--- config.mk ---
export PLATFORM = sky130hd
export DESIGN_NAME = tac_tx_arb_ctrl
export DESIGN_NICKNAME = d
export VERILOG_FILES = /design/src/tac_pkg.sv /design/src/tac_tx_arb_ctrl.sv
export SDC_FILE = /design/constraint.sdc
export NUM_CORES = 1
export LEC_CHECK = 0
export BUFFER_PORTS_ARGS = -buffer_cell sky130_fd_sc_hd__buf_2
export CAP_MARGIN = 0
export CORE_UTILIZATION = 50
export DETAILED_ROUTE_END_ITERATION = 12
export PLACE_DENSITY = 0.74
export SYNTH_ARGS = -nofsm -noshare
export SYNTH_HDL_FRONTEND = slang
export SYNTH_SLANG_ARGS = --single-unit
--- constraint.sdc ---
create_clock -name clock -period 4.6 [get_ports clock]
set_clock_uncertainty 0.1 [all_clocks]
set_input_delay 0.46 -clock clock [delete_from_list [all_inputs] [get_ports clock]]
set_output_delay 0.46 -clock clock [all_outputs]
set_load 0.005 [all_outputs]
--- src/tac_pkg.sv ---
// Constants, carriers and decode helpers for the transmit mode and
// arbitration control block. Assumes a single 100 MHz system clock.
//
// Summary of operation
// - Hold control word; bit0 AMPS, bit1 narrowband
// - Bit2 selects voice channel, else control
// - Bit3 selects FOCC B-word, else A-word
// - Bit4 enables automatic arbitration, failure disables transmit
// - Bit5 enables SAT or DSAT/DST output
// - Bit6 enables ST or DST generation
// - Bit7 timer cycles continuously, else stops
// - All transmit enables clear mutes transmitter
// - Data only, bit2 clear: wideband RECC data
// - Voice+data, bits 2 set: wideband RVC data
// - Voice+data, bit6 set: ST mixed with voice
// - Voice+supervisory, bit5 set: SAT with voice
// - All enables, bits 2,5,6 set: ST+SAT+voice
// - Voice only, bits1,2 set: narrowband data+voice
// - Voice only, bits 1,2,5,6: DST+voice
// - Voice only, bits 1,2,5, not 6: DSAT+voice
// - Software arbitration: flag failure, terminal stays inactive
// - Hardware arbitration: switch amplifier off, still flag
// - Terminal held active until reset-arbitration command or bit4 cleared
package tac_pkg;

    // ------------------------------------------------------------------
    // Serial port framing
    // ------------------------------------------------------------------
    localparam int ADDR_W        = 7;
    localparam int DATA_W        = 8;
    localparam logic [4:0] BIT_CNT_ADDR_LAST = 5'h07;
    localparam logic [4:0] BIT_CNT_DATA_LAST = 5'h0f;
    localparam logic [4:0] BIT_CNT_DATA_FIRST = 5'h08;

    // ------------------------------------------------------------------
    // Write and read addresses
    // ------------------------------------------------------------------
    localparam logic [6:0] WR_OP_CTRL   = 7'h00;
    localparam logic [6:0] WR_POLARITY  = 7'h02;
    localparam logic [6:0] WR_ARB_RESET = 7'h0e;
    localparam logic [6:0] WR_TX_CFG    = 7'h33;
    localparam logic [6:0] RD_STATUS    = 7'h00;
    localparam logic [6:0] RD_EVENT     = 7'h05;

    // ------------------------------------------------------------------
    // Field positions, masks and reset values
    // ------------------------------------------------------------------
    localparam int OPC_AMPS     = 0;
    localparam int OPC_NARROW   = 1;
    localparam int OPC_VOICE_CH = 2;
    localparam int OPC_FOCC_B   = 3;
    localparam int OPC_AUTO_ARB = 4;
    localparam int OPC_SAT      = 5;
    localparam int OPC_ST       = 6;
    localparam int OPC_TIMER    = 7;
    localparam int TXC_VOICE    = 3;
    localparam int TXC_DATA     = 4;
    localparam int TXC_SUP      = 5;
    localparam int POL_RF_EN    = 2;
    localparam int ARB_BIT      = 2;

    localparam logic [7:0] OP_CTRL_MASK  = 8'hff;
    localparam logic [7:0] POLARITY_MASK = 8'h0f;
    localparam logic [7:0] TX_CFG_MASK   = 8'h3f;
    localparam logic [7:0] OP_CTRL_RST   = 8'h00;
    localparam logic [7:0] POLARITY_RST  = 8'h00;
    localparam logic [7:0] TX_CFG_RST    = 8'h00;

    // Trim, volume, tone, converter and correction registers
    localparam int NUM_AUX = 11;
    localparam logic [6:0] AUX_OFFSET [NUM_AUX] = '{
        7'h37, 7'h38, 7'h39, 7'h3a, 7'h3b, 7'h3c,
        7'h40, 7'h41, 7'h42, 7'h43, 7'h44};
    localparam logic [7:0] AUX_MASK [NUM_AUX] = '{
        8'h07, 8'h1f, 8'h0f, 8'h0f, 8'h7f, 8'h0f,
        8'h07, 8'hff, 8'hff, 8'hff, 8'h1f};
    localparam logic [7:0] AUX_RESET [NUM_AUX] = '{
        8'h04, 8'h10, 8'h08, 8'h08, 8'h3f, 8'h00,
        8'h00, 8'h00, 8'h00, 8'h00, 8'h00};

    // ------------------------------------------------------------------
    // Types
    // ------------------------------------------------------------------
    typedef enum logic [1:0] {
        SPI_IDLE,
        SPI_ADDR,
        SPI_DATA
    } tac_spi_state_t;

    typedef struct packed {
        logic amps_mode;
        logic narrowband;
        logic voice_channel;
        logic focc_b_word;
        logic auto_arb;
        logic sat_dsat_enable;
        logic st_dst_enable;
        logic timer_cycle;
    } tac_mode_t;

    typedef struct packed {
        logic mute;
        logic wb_data_recc;
        logic wb_data_rvc;
        logic st_voice;
        logic sat_voice;
        logic st_sat_voice;
        logic nb_data_voice;
        logic dst_voice;
        logic dsat_voice;
        logic undefined;
    } tac_tx_sel_t;

    // ------------------------------------------------------------------
    // Transmit signal selection
    // ------------------------------------------------------------------
    function automatic tac_tx_sel_t tac_decode_tx(input logic [7:0] opc,
                                                  input logic [7:0] txc);
        tac_tx_sel_t s;
        logic [2:0]  en;
        logic [3:0]  cb;
        s  = '0;
        en = {txc[TXC_VOICE], txc[TXC_DATA], txc[TXC_SUP]};
        cb = {opc[OPC_NARROW], opc[OPC_VOICE_CH], opc[OPC_SAT], opc[OPC_ST]};
        s.mute          = (en == 3'b000);
        s.wb_data_recc  = (en == 3'b010) && !cb[2];
        s.wb_data_rvc   = (en == 3'b110) && (cb == 4'b0100);
        s.st_voice      = (en == 3'b110) && (cb == 4'b0101);
        s.sat_voice     = (en == 3'b101) && (cb == 4'b0110);
        s.st_sat_voice  = (en == 3'b111) && (cb == 4'b0111);
        s.nb_data_voice = (en == 3'b100) && (cb == 4'b1100);
        s.dst_voice     = (en == 3'b100) && (cb == 4'b1111);
        s.dsat_voice    = (en == 3'b100) && (cb == 4'b1110);
        // Combinations outside the table are flagged, nothing selected
        s.undefined     = !(s.mute || s.wb_data_recc || s.wb_data_rvc ||
                            s.st_voice || s.sat_voice || s.st_sat_voice ||
                            s.nb_data_voice || s.dst_voice ||
                            s.dsat_voice);
        return s;
    endfunction

    function automatic tac_mode_t tac_decode_mode(input logic [7:0] opc);
        tac_mode_t m;
        m.amps_mode       = opc[OPC_AMPS];
        m.narrowband      = opc[OPC_NARROW];
        m.voice_channel   = opc[OPC_VOICE_CH];
        m.focc_b_word     = opc[OPC_FOCC_B];
        m.auto_arb        = opc[OPC_AUTO_ARB];
        m.sat_dsat_enable = opc[OPC_SAT];
        m.st_dst_enable   = opc[OPC_ST];
        m.timer_cycle     = opc[OPC_TIMER];
        return m;
    endfunction

endpackage

--- src/tac_tx_arb_ctrl.sv ---
// Transmit mode and arbitration control: serial register port, control
// word decode and the RF amplifier arbitration latch.
// Assumes serial pins asynchronous to clock, sclk well below clock / 4,
// and arb_fail_det a one-cycle pulse from logic on clock.
`timescale 1ns/10ps

module tac_tx_arb_ctrl
    import tac_pkg::*;
(
    input  wire logic        clock,
    input  wire logic        rst_n,
    input  wire logic        spi_sclk,
    input  wire logic        spi_cs_n,
    input  wire logic        spi_mosi,
    output logic             spi_miso,
    input  wire logic        arb_fail_det,
    output tac_mode_t        mode,
    output tac_tx_sel_t      tx_sel,
    output logic             rf_amp_enable_pin,
    output logic             rf_transmit_output_en,
    output logic             arb_fail_status_bit,
    output logic             arb_fail_event_bit,
    output logic [7:0]       aux_regs [NUM_AUX]
);

    // ------------------------------------------------------------------
    // Pin synchronisers
    // ------------------------------------------------------------------
    logic [2:0] pin_raw;
    logic [2:0] pin_meta_reg;
    logic [2:0] pin_sync_reg;
    logic       sclk_prev_reg;

    assign pin_raw = {spi_sclk, spi_cs_n, spi_mosi};

    genvar g;
    generate
        for (g = 0; g < 3; g++) begin : g_sync
            // Reset to each pin's idle level: cs_n idles high, so a zero
            // here would open a phantom frame for two cycles after reset
            always_ff @(posedge clock or negedge rst_n) begin
                if (!rst_n) begin
                    pin_meta_reg[g] <= (g == 1) ? 1'b1 : 1'b0;
                    pin_sync_reg[g] <= (g == 1) ? 1'b1 : 1'b0;
                end else begin
                    pin_meta_reg[g] <= pin_raw[g];
                    pin_sync_reg[g] <= pin_meta_reg[g];
                end
            end
        end
    endgenerate

    always_ff @(posedge clock or negedge rst_n) begin
        if (!rst_n) begin
            sclk_prev_reg <= 1'b0;
        end else begin
            sclk_prev_reg <= pin_sync_reg[2];
        end
    end

    wire sclk_s    = pin_sync_reg[2];
    wire cs_active = !pin_sync_reg[1];
    wire mosi_s    = pin_sync_reg[0];
    wire sclk_rise = cs_active && sclk_s && !sclk_prev_reg;
    wire sclk_fall = cs_active && !sclk_s && sclk_prev_reg;

    // ------------------------------------------------------------------
    // Serial frame: R/W bit, 7-bit address, 8 data bits, MSB first
    // ------------------------------------------------------------------
    tac_spi_state_t state_reg;
    tac_spi_state_t state_next;
    logic [4:0]     bit_cnt_reg;
    logic [7:0]     shift_reg;
    logic [6:0]     addr_reg;
    logic           rd_reg;
    logic [7:0]     rd_shift_reg;
    logic [7:0]     rd_data_reg;
    logic           miso_reg;

    wire [7:0] shift_in  = {shift_reg[6:0], mosi_s};
    wire       addr_done = sclk_rise && (bit_cnt_reg == BIT_CNT_ADDR_LAST);
    wire       data_done = sclk_rise && (bit_cnt_reg == BIT_CNT_DATA_LAST);
    wire       wr_commit = data_done && !rd_reg;
    wire [7:0] wr_data   = shift_in;

    always_comb begin
        state_next = state_reg;
        unique case (state_reg)
            SPI_IDLE: begin
                if (cs_active) begin
                    state_next = SPI_ADDR;
                end
            end
            SPI_ADDR: begin
                if (!cs_active) begin
                    state_next = SPI_IDLE;
                end else if (addr_done) begin
                    state_next = SPI_DATA;
                end
            end
            SPI_DATA: begin
                // Extra clocks past the data byte are ignored until cs lifts
                if (!cs_active) begin
                    state_next = SPI_IDLE;
                end
            end
        endcase
    end

    always_ff @(posedge clock or negedge rst_n) begin
        if (!rst_n) begin
            state_reg   <= SPI_IDLE;
            bit_cnt_reg <= 5'h00;
            shift_reg   <= 8'h00;
        end else begin
            state_reg <= state_next;
            if (!cs_active) begin
                bit_cnt_reg <= 5'h00;
            end else if (sclk_rise && bit_cnt_reg != BIT_CNT_DATA_LAST + 5'h01)
            begin
                bit_cnt_reg <= bit_cnt_reg + 5'h01;
                shift_reg   <= shift_in;
            end
        end
    end

    always_ff @(posedge clock or negedge rst_n) begin
        if (!rst_n) begin
            addr_reg <= 7'h00;
            rd_reg   <= 1'b0;
        end else if (addr_done) begin
            rd_reg   <= shift_in[7];
            addr_reg <= shift_in[6:0];
        end
    end

    // ------------------------------------------------------------------
    // Control registers
    // ------------------------------------------------------------------
    logic [7:0] op_ctrl_reg;
    logic [7:0] polarity_reg;
    logic [7:0] tx_cfg_reg;

    wire wr_op_ctrl  = wr_commit && (addr_reg == WR_OP_CTRL);
    wire wr_polarity = wr_commit && (addr_reg == WR_POLARITY);
    wire wr_tx_cfg   = wr_commit && (addr_reg == WR_TX_CFG);
    wire arb_reset   = wr_commit && (addr_reg == WR_ARB_RESET);

    // Other addresses fall through untouched; masks drop upper bits
    always_ff @(posedge clock or negedge rst_n) begin
        if (!rst_n) begin
            op_ctrl_reg  <= OP_CTRL_RST;
            polarity_reg <= POLARITY_RST;
            tx_cfg_reg   <= TX_CFG_RST;
        end else begin
            if (wr_op_ctrl) begin
                op_ctrl_reg <= wr_data & OP_CTRL_MASK;
            end
            if (wr_polarity) begin
                polarity_reg <= wr_data & POLARITY_MASK;
            end
            if (wr_tx_cfg) begin
                tx_cfg_reg <= wr_data & TX_CFG_MASK;
            end
        end
    end

    generate
        for (g = 0; g < NUM_AUX; g++) begin : g_aux
            wire hit = wr_commit && (addr_reg == AUX_OFFSET[g]);
            always_ff @(posedge clock or negedge rst_n) begin
                if (!rst_n) begin
                    aux_regs[g] <= AUX_RESET[g];
                end else if (hit) begin
                    aux_regs[g] <= wr_data & AUX_MASK[g];
                end
            end
        end
    endgenerate

    // ------------------------------------------------------------------
    // Mode and transmit selection outputs
    // ------------------------------------------------------------------
    wire tac_mode_t   mode_next   = tac_decode_mode(op_ctrl_reg);
    wire tac_tx_sel_t tx_sel_next = tac_decode_tx(op_ctrl_reg, tx_cfg_reg);

    always_ff @(posedge clock or negedge rst_n) begin
        if (!rst_n) begin
            mode   <= '0;
            tx_sel <= '0;
        end else begin
            mode   <= mode_next;
            tx_sel <= tx_sel_next;
        end
    end

    // ------------------------------------------------------------------
    // Arbitration
    // ------------------------------------------------------------------
    logic arb_hold_reg;

    wire auto_arb   = op_ctrl_reg[OPC_AUTO_ARB];
    wire rf_act_lvl = polarity_reg[POL_RF_EN];
    wire rd_event   = sclk_fall && rd_reg &&
                      (bit_cnt_reg == BIT_CNT_DATA_FIRST) &&
                      (addr_reg == RD_EVENT);

    // Set wins over clear on every flag below
    always_ff @(posedge clock or negedge rst_n) begin
        if (!rst_n) begin
            arb_hold_reg        <= 1'b0;
            arb_fail_status_bit <= 1'b0;
            arb_fail_event_bit  <= 1'b0;
        end else begin
            if (arb_fail_det && auto_arb) begin
                arb_hold_reg <= 1'b1;
            end else if (arb_reset) begin
                arb_hold_reg <= 1'b0;
            end
            if (arb_fail_det) begin
                arb_fail_status_bit <= 1'b1;
            end else if (arb_reset) begin
                arb_fail_status_bit <= 1'b0;
            end
            if (arb_fail_det) begin
                arb_fail_event_bit <= 1'b1;
            end else if (rd_event) begin
                arb_fail_event_bit <= 1'b0;
            end
        end
    end

    // Software mode never latches, so the terminal stays inactive there
    wire rf_off = auto_arb && arb_hold_reg;

    always_ff @(posedge clock or negedge rst_n) begin
        if (!rst_n) begin
            rf_amp_enable_pin     <= 1'b1;
            rf_transmit_output_en <= 1'b1;
        end else begin
            rf_amp_enable_pin     <= rf_off ? rf_act_lvl
                                            : !rf_act_lvl;
            rf_transmit_output_en <= !rf_off;
        end
    end

    // ------------------------------------------------------------------
    // Read path
    // ------------------------------------------------------------------
    wire [7:0] rd_sel =
        (shift_in[6:0] == RD_STATUS) ? (8'h00 | {5'h00, arb_fail_status_bit,
                                                 2'b00}) :
        (shift_in[6:0] == RD_EVENT)  ? (8'h00 | {5'h00, arb_fail_event_bit,
                                                 2'b00}) : 8'h00;

    always_ff @(posedge clock or negedge rst_n) begin
        if (!rst_n) begin
            rd_data_reg  <= 8'h00;
            rd_shift_reg <= 8'h00;
            miso_reg     <= 1'b0;
        end else begin
            if (addr_done) begin
                rd_data_reg <= rd_sel;
            end
            if (sclk_fall && rd_reg && state_reg == SPI_DATA) begin
                if (bit_cnt_reg == BIT_CNT_DATA_FIRST) begin
                    miso_reg     <= rd_data_reg[7];
                    rd_shift_reg <= {rd_data_reg[6:0], 1'b0};
                end else begin
                    miso_reg     <= rd_shift_reg[7];
                    rd_shift_reg <= {rd_shift_reg[6:0], 1'b0};
                end
            end else if (!cs_active) begin
                miso_reg <= 1'b0;
            end
        end
    end

    assign spi_miso = miso_reg;

endmodule // tac_tx_arb_ctrl

After elaboration in Yosys (flattened, before gate mapping)
Index checks and enable logic that the tools add are counted.
{"block": "word_totals", "regBits": 145, "input_bits": 6, "out_inout_bits": 111}
{"block": "classes", "add_sub_neg": 1, "n_eq_ne": 37, "n_mux": 19, "bitwise_logic": 1, "n_reduce_logical": 64}
{"cell": "$eq 7x6->1 const B", "count": 7}
{"cell": "$logic_and 1x1->1", "count": 37}
{"cell": "$eq 7x7->1 const B", "count": 5}
{"cell": "$eq 4x3->1 const B", "count": 4}
{"cell": "$eq 7x3->1 const B", "count": 2}
{"cell": "$logic_not 7->1", "count": 2}
{"cell": "$eq 3x3->1 const B", "count": 4}
{"cell": "$eq 4x4->1 const B", "count": 3}
{"cell": "$eq 5x4->1 const B", "count": 2}
{"cell": "$mux 5", "count": 2}
{"cell": "$reduce_bool 2->1", "count": 5}
{"cell": "$mux 1", "count": 9}
{"cell": "$logic_not 1->1", "count": 8}
{"cell": "$logic_or 1x1->1", "count": 8}
{"cell": "$mux 2", "count": 4}
{"cell": "$mux 8", "count": 1}
{"cell": "$eq 7x2->1 const B", "count": 1}
{"cell": "$eq 7x4->1 const B", "count": 1}
{"cell": "$mux 3", "count": 2}
{"cell": "$pmux 2 s3", "count": 1}
{"cell": "$add 5x1->5 const B", "count": 1}
{"cell": "$eq 5x3->1 const B", "count": 1}
{"cell": "$ne 5x5->1 const B", "count": 1}
{"cell": "$ne 2x2->1 const B", "count": 2}
{"cell": "9 further kinds", "count": 9}

Logic depth before layout (Yosys ltp)
{"block": "logic_depth", "depth_word": 11, "ltp_mapped": 8}

Worst setup path after synthesis
OpenSTA, ideal clock, no wires.
{"block": "synth_path", "path_type": "reg-to-reg", "from": "register bit_cnt_reg[0]", "to": "register aux_regs[80] (netlist bit)", "setup_time_ns": 0.125, "arrival_time_ns": 2.098, "path_slack_ns": 2.277, "stages_incl_launch_ff": 8, "path_buffers": 0, "path_cell_list": "dfrtp_1 ha_1 and3_1 ha_1 nor2b_1 nand4_1 nor3_1 mux2_2"}
{"block": "synth_between", "elab_chain_cells": 4}
{"item": "from (decl)", "line": "tac_tx_arb_ctrl.sv:72", "source": "logic [4:0] bit_cnt_reg;"}
{"item": "from (signal assigned)", "line": "tac_tx_arb_ctrl.sv:121", "source": "bit_cnt_reg <= bit_cnt_reg + 5'h01;"}
{"item": "$eq 5x4->1", "line": "tac_tx_arb_ctrl.sv:82", "source": "wire data_done = sclk_rise && (bit_cnt_reg == BIT_CNT_DATA_LAST);"}
{"item": "$logic_and 1x1->1", "line": "tac_tx_arb_ctrl.sv:82"}
{"item": "$logic_and 1x1->1", "line": "tac_tx_arb_ctrl.sv:83", "source": "wire wr_commit = data_done && !rd_reg;"}
{"item": "$logic_and 1x1->1", "line": "tac_tx_arb_ctrl.sv:170", "source": "wire hit = wr_commit && (addr_reg == AUX_OFFSET[g]);"}
{"item": "to (signal, indexed assignment)", "line": "tac_tx_arb_ctrl.sv:173", "source": "aux_regs[g] <= AUX_RESET[g];"}
{"item": "to (signal, indexed assignment)", "line": "tac_tx_arb_ctrl.sv:175", "source": "aux_regs[g] <= wr_data & AUX_MASK[g];"}
{"item": "to (decl)", "line": "tac_tx_arb_ctrl.sv:23", "source": "output logic [7:0] aux_regs [NUM_AUX]"}
Every way passes these cells.
A chain may end at the register's enable or synchronous reset.

Worst setup path after layout
{"block": "layout_path", "from": "register bit_cnt_reg[0]", "to": "register aux_regs[54] (netlist bit)"}
Same word-level chain as after synthesis.

==> results_dict.tcl <==
set metrics [dict create \
    ys_types 49 \
    hp-class "in -> async" \
    ys_warn_count 0 \
    required_ns 4.90 \
    cts_sinks 130 \
    synth_area_leaders "dfrtp_1 54%, mux2_2 18%, dfstp_2 6.9%, buf_4 4.1%, nand2_1 1.5%" \
    clk_pin_slew_worst_paths_ns 0.06 \
    fp.coreArea_mm2 0.0104 \
    hpwl_um 6730 \
    final_core_util_pct 62.0 \
    critPathCaptureType "register" \
    chipWidth_um 106 \
    drc 0 \
    p_per_area_mw_per_mm2 424 \
    tightest_slew_ns 0.925 \
    largest_register_ffs 59 \
    ys_seq_area_share_pct 60.9 \
    vias 3269 \
    h-tree-depth 4 \
    crit_start "bit_cnt_reg[0]$_DFFE_PN0P_" \
    top_register "aux_regs" \
    status "finished, violations left" \
    p_total_mw 2.73 \
    io_pins 117 \
    hold_violations 15 \
    drtIter0Drc 125 \
    syn_to_final_growth_pct 19.8 \
    ant_nets 0 \
    antenna_found_initial 0 \
    synth_mux_area_share_pct 18.8 \
    fin_cells 629 \
    grt.overflow.total 0 \
    holdWs_ns -0.0224 \
    grtUsageTotal_pct 19.7 \
    period_share_pct 60.2 \
    cp-start-kind "register" \
    synth_area_mm2 0.00537 \
    yosys.area_share.simple_pct 9.97 \
    cts_resized 0 \
    chipHeight_um 106 \
    worstPathMaxFanout 7 \
    synth_edf_count 0 \
    multi_input_area_mm2 0.00188 \
    netlist_instances 385 \
    die_area_mm2 0.0112 \
    setup_viol 0 \
    synthDominantCellAreaShare_pct 54.1 \
    tns_ns 0 \
    grt_pass1_wl_um 16600 \
    synth_top_family_by_area "multiplexers" \
    avgSynthCellArea_um2 13.9 \
    clockRootBuffer "clkbuf_8" \
    io_buffers 87 \
    synth_xor_area_share_pct 0.326 \
    setup_slack_ns 1.83 \
    synthFlopType "dfrtp_1" \
    routed_wl_um 10000 \
    vias_per_cell 5.20 \
    seqCellArea_mm2 0.00327 \
    top_regs "aux_regs x59, tx_sel x10" \
    nNetsFinal 492 \
    dpl_cell_area_mm2 0.00580 \
    p_leak_nw 3.31 \
    ir_worst_vdd_mv 0.234 \
    drt_pre_antenna_iters 4 \
    drv_cap 0 \
    cp.arrival_ns 3.06 \
    cts_max_path_buffers 2 \
    drive_above_1_share_pct 46.9 \
    grt_pass1_vias 3282 \
    finalMaxSlewViolations 0 \
    path_class "reg -> reg" \
    violations "negative hold slack" \
    regToRegStartpoint "bit_cnt_reg[0]$_DFFE_PN0P_" \
    fin_crit_ns 2.77 \
    yosysTopAreaCell "dfrtp_1" \
    row_count 37 \
    wl_per_cell_um 15.9 \
    synth_compound_area_share_pct 2.49 \
    slew_headroom_pct 38.4 \
    synth_seq_cells 130 \
    final_area_mm2 0.00643 \
    grt_max_degree 77 \
    synthAdderAreaFrac_pct 1.40 \
    synthArstFlopShare_pct 100 \
    cts_tree "built" \
    clock_latency_ns 0.51 \
    fillCellCount 802 \
    dp_slack_ns 1.88 \
    max_freq_mhz 361 \
    numCtsBuffers 17 \
    rsz0062_at_grt "no" \
    diodes 0 \
    gp_congestion 0.796 \
    dp.cells 594 \
    start_util_pct 51.8 \
]
==> layer usage <==
| metal | GRT usage, % | part of all wire (%) | vias to the layer above |
|---|---|---|---|
| met2 | 30.8 | 48 | 109 |
| met1 | 25.1 | 44 | 1649 |
| met4 | 9.62 | 2.2 | 0 |
| li1 | - | - | 1488 |
| met3 | 6.00 | 6.3 | 23 |
| met5 | 0 | 0 | - |
==> cell families after synthesis <==
group	after synthesis
flops	130
compound gates	20
buf+inv	52
xor+xnor	2
mux	90
simple gates	84
other cells	1
fa+ha+maj	6
==> cell usage in the layout, fill, tap and decap left out, types with 4 or more instances in the layout <==
| master | netlist | routed |
|---|---|---|
| o21ai_0 | 6 | 6 |
| clkbuf_16 | 0 | 16 |
| buf_2 | 3 | 86 |
| dfstp_2 | 14 | 14 |
| nand3b_1 | 4 | 4 |
| nand2_1 | 21 | 21 |
| dfrtp_1 | 116 | 116 |
| nand4_1 | 5 | 5 |
| inv_1 | 8 | 8 |
| nand3_1 | 5 | 5 |
| mux2_2 | 87 | 87 |
| nor2b_1 | 4 | 4 |
| conb_1 | 1 | 29 |
| clkinvlp_4 | 0 | 4 |
| inv_6 | 0 | 4 |
| nor2_1 | 10 | 10 |
| ha_1 | 6 | 6 |
| nor3_1 | 5 | 5 |
==> area by class of cell <==
| cell class | count | share of cell area, % |
|---|---|---|
| sequential | 130 | 50.9 |
| multi-input combinational | 231 | 29.2 |
| tap | 136 | 2.65 |
| clock buffer | 19 | 6.56 |
| timing repair buffer | 92 | 7.51 |
| clock inverter | 13 | 2.72 |
| inverter | 8 | 0.467 |
==> critical path, cell delays in order (launching register included) <==
cell	delay, ns
dfrtp_1	0.41
ha_1	0.23
and3_1	0.17
ha_1	0.12
nor2b_1	0.40
nand4_1	0.24
nor2b_1	0.58
mux2_2	0.40
==> synth_stat cells, types with 5 or more instances <==
cell	count
dfrtp_1	116
mux2_2	87
buf_4	29
nand2_1	21
dfstp_2	14
nor2_1	10
clkbuf_1	9
inv_1	8
ha_1	6
o21ai_0	6
nand3_1	5
nand4_1	5
nor3_1	5
==> what timing repair did <==
item / in CTS / in global routing
buffers inserted: 0 / 0
endpoints found under the hold margin: 3 / 0
hold buffers: 3 / 0
==> where the power goes <==
part / switching [mW] / internal (mW)
clock network: 0.505 / 0.836
registers: 0.110 / 1.18
logic: 0.0540 / 0.0449
total: 0.668 / 2.06
==> path summary, 6_finish.rpt <==
path                            slack [ns]  cells past startpoint                         endpoint
worst min register to register        0.25                      0                 sclk_s$_DFF_PN0_
worst max-delay path                  1.83                      7         aux_regs[54]$_DFFE_PN0P_
worst min-delay path                 -0.02                      1              tx_sel[2]$_DFF_PN0_
min in group clock                    0.07                      2  arb_fail_status_bit$_DFFE_PN0P_
worst max register to register        1.83                      7         aux_regs[54]$_DFFE_PN0P_
max in group asynchronous             3.43                      2         aux_regs[76]$_DFFE_PN1P_
Note: power is estimated with default switching activity, not from simulation.
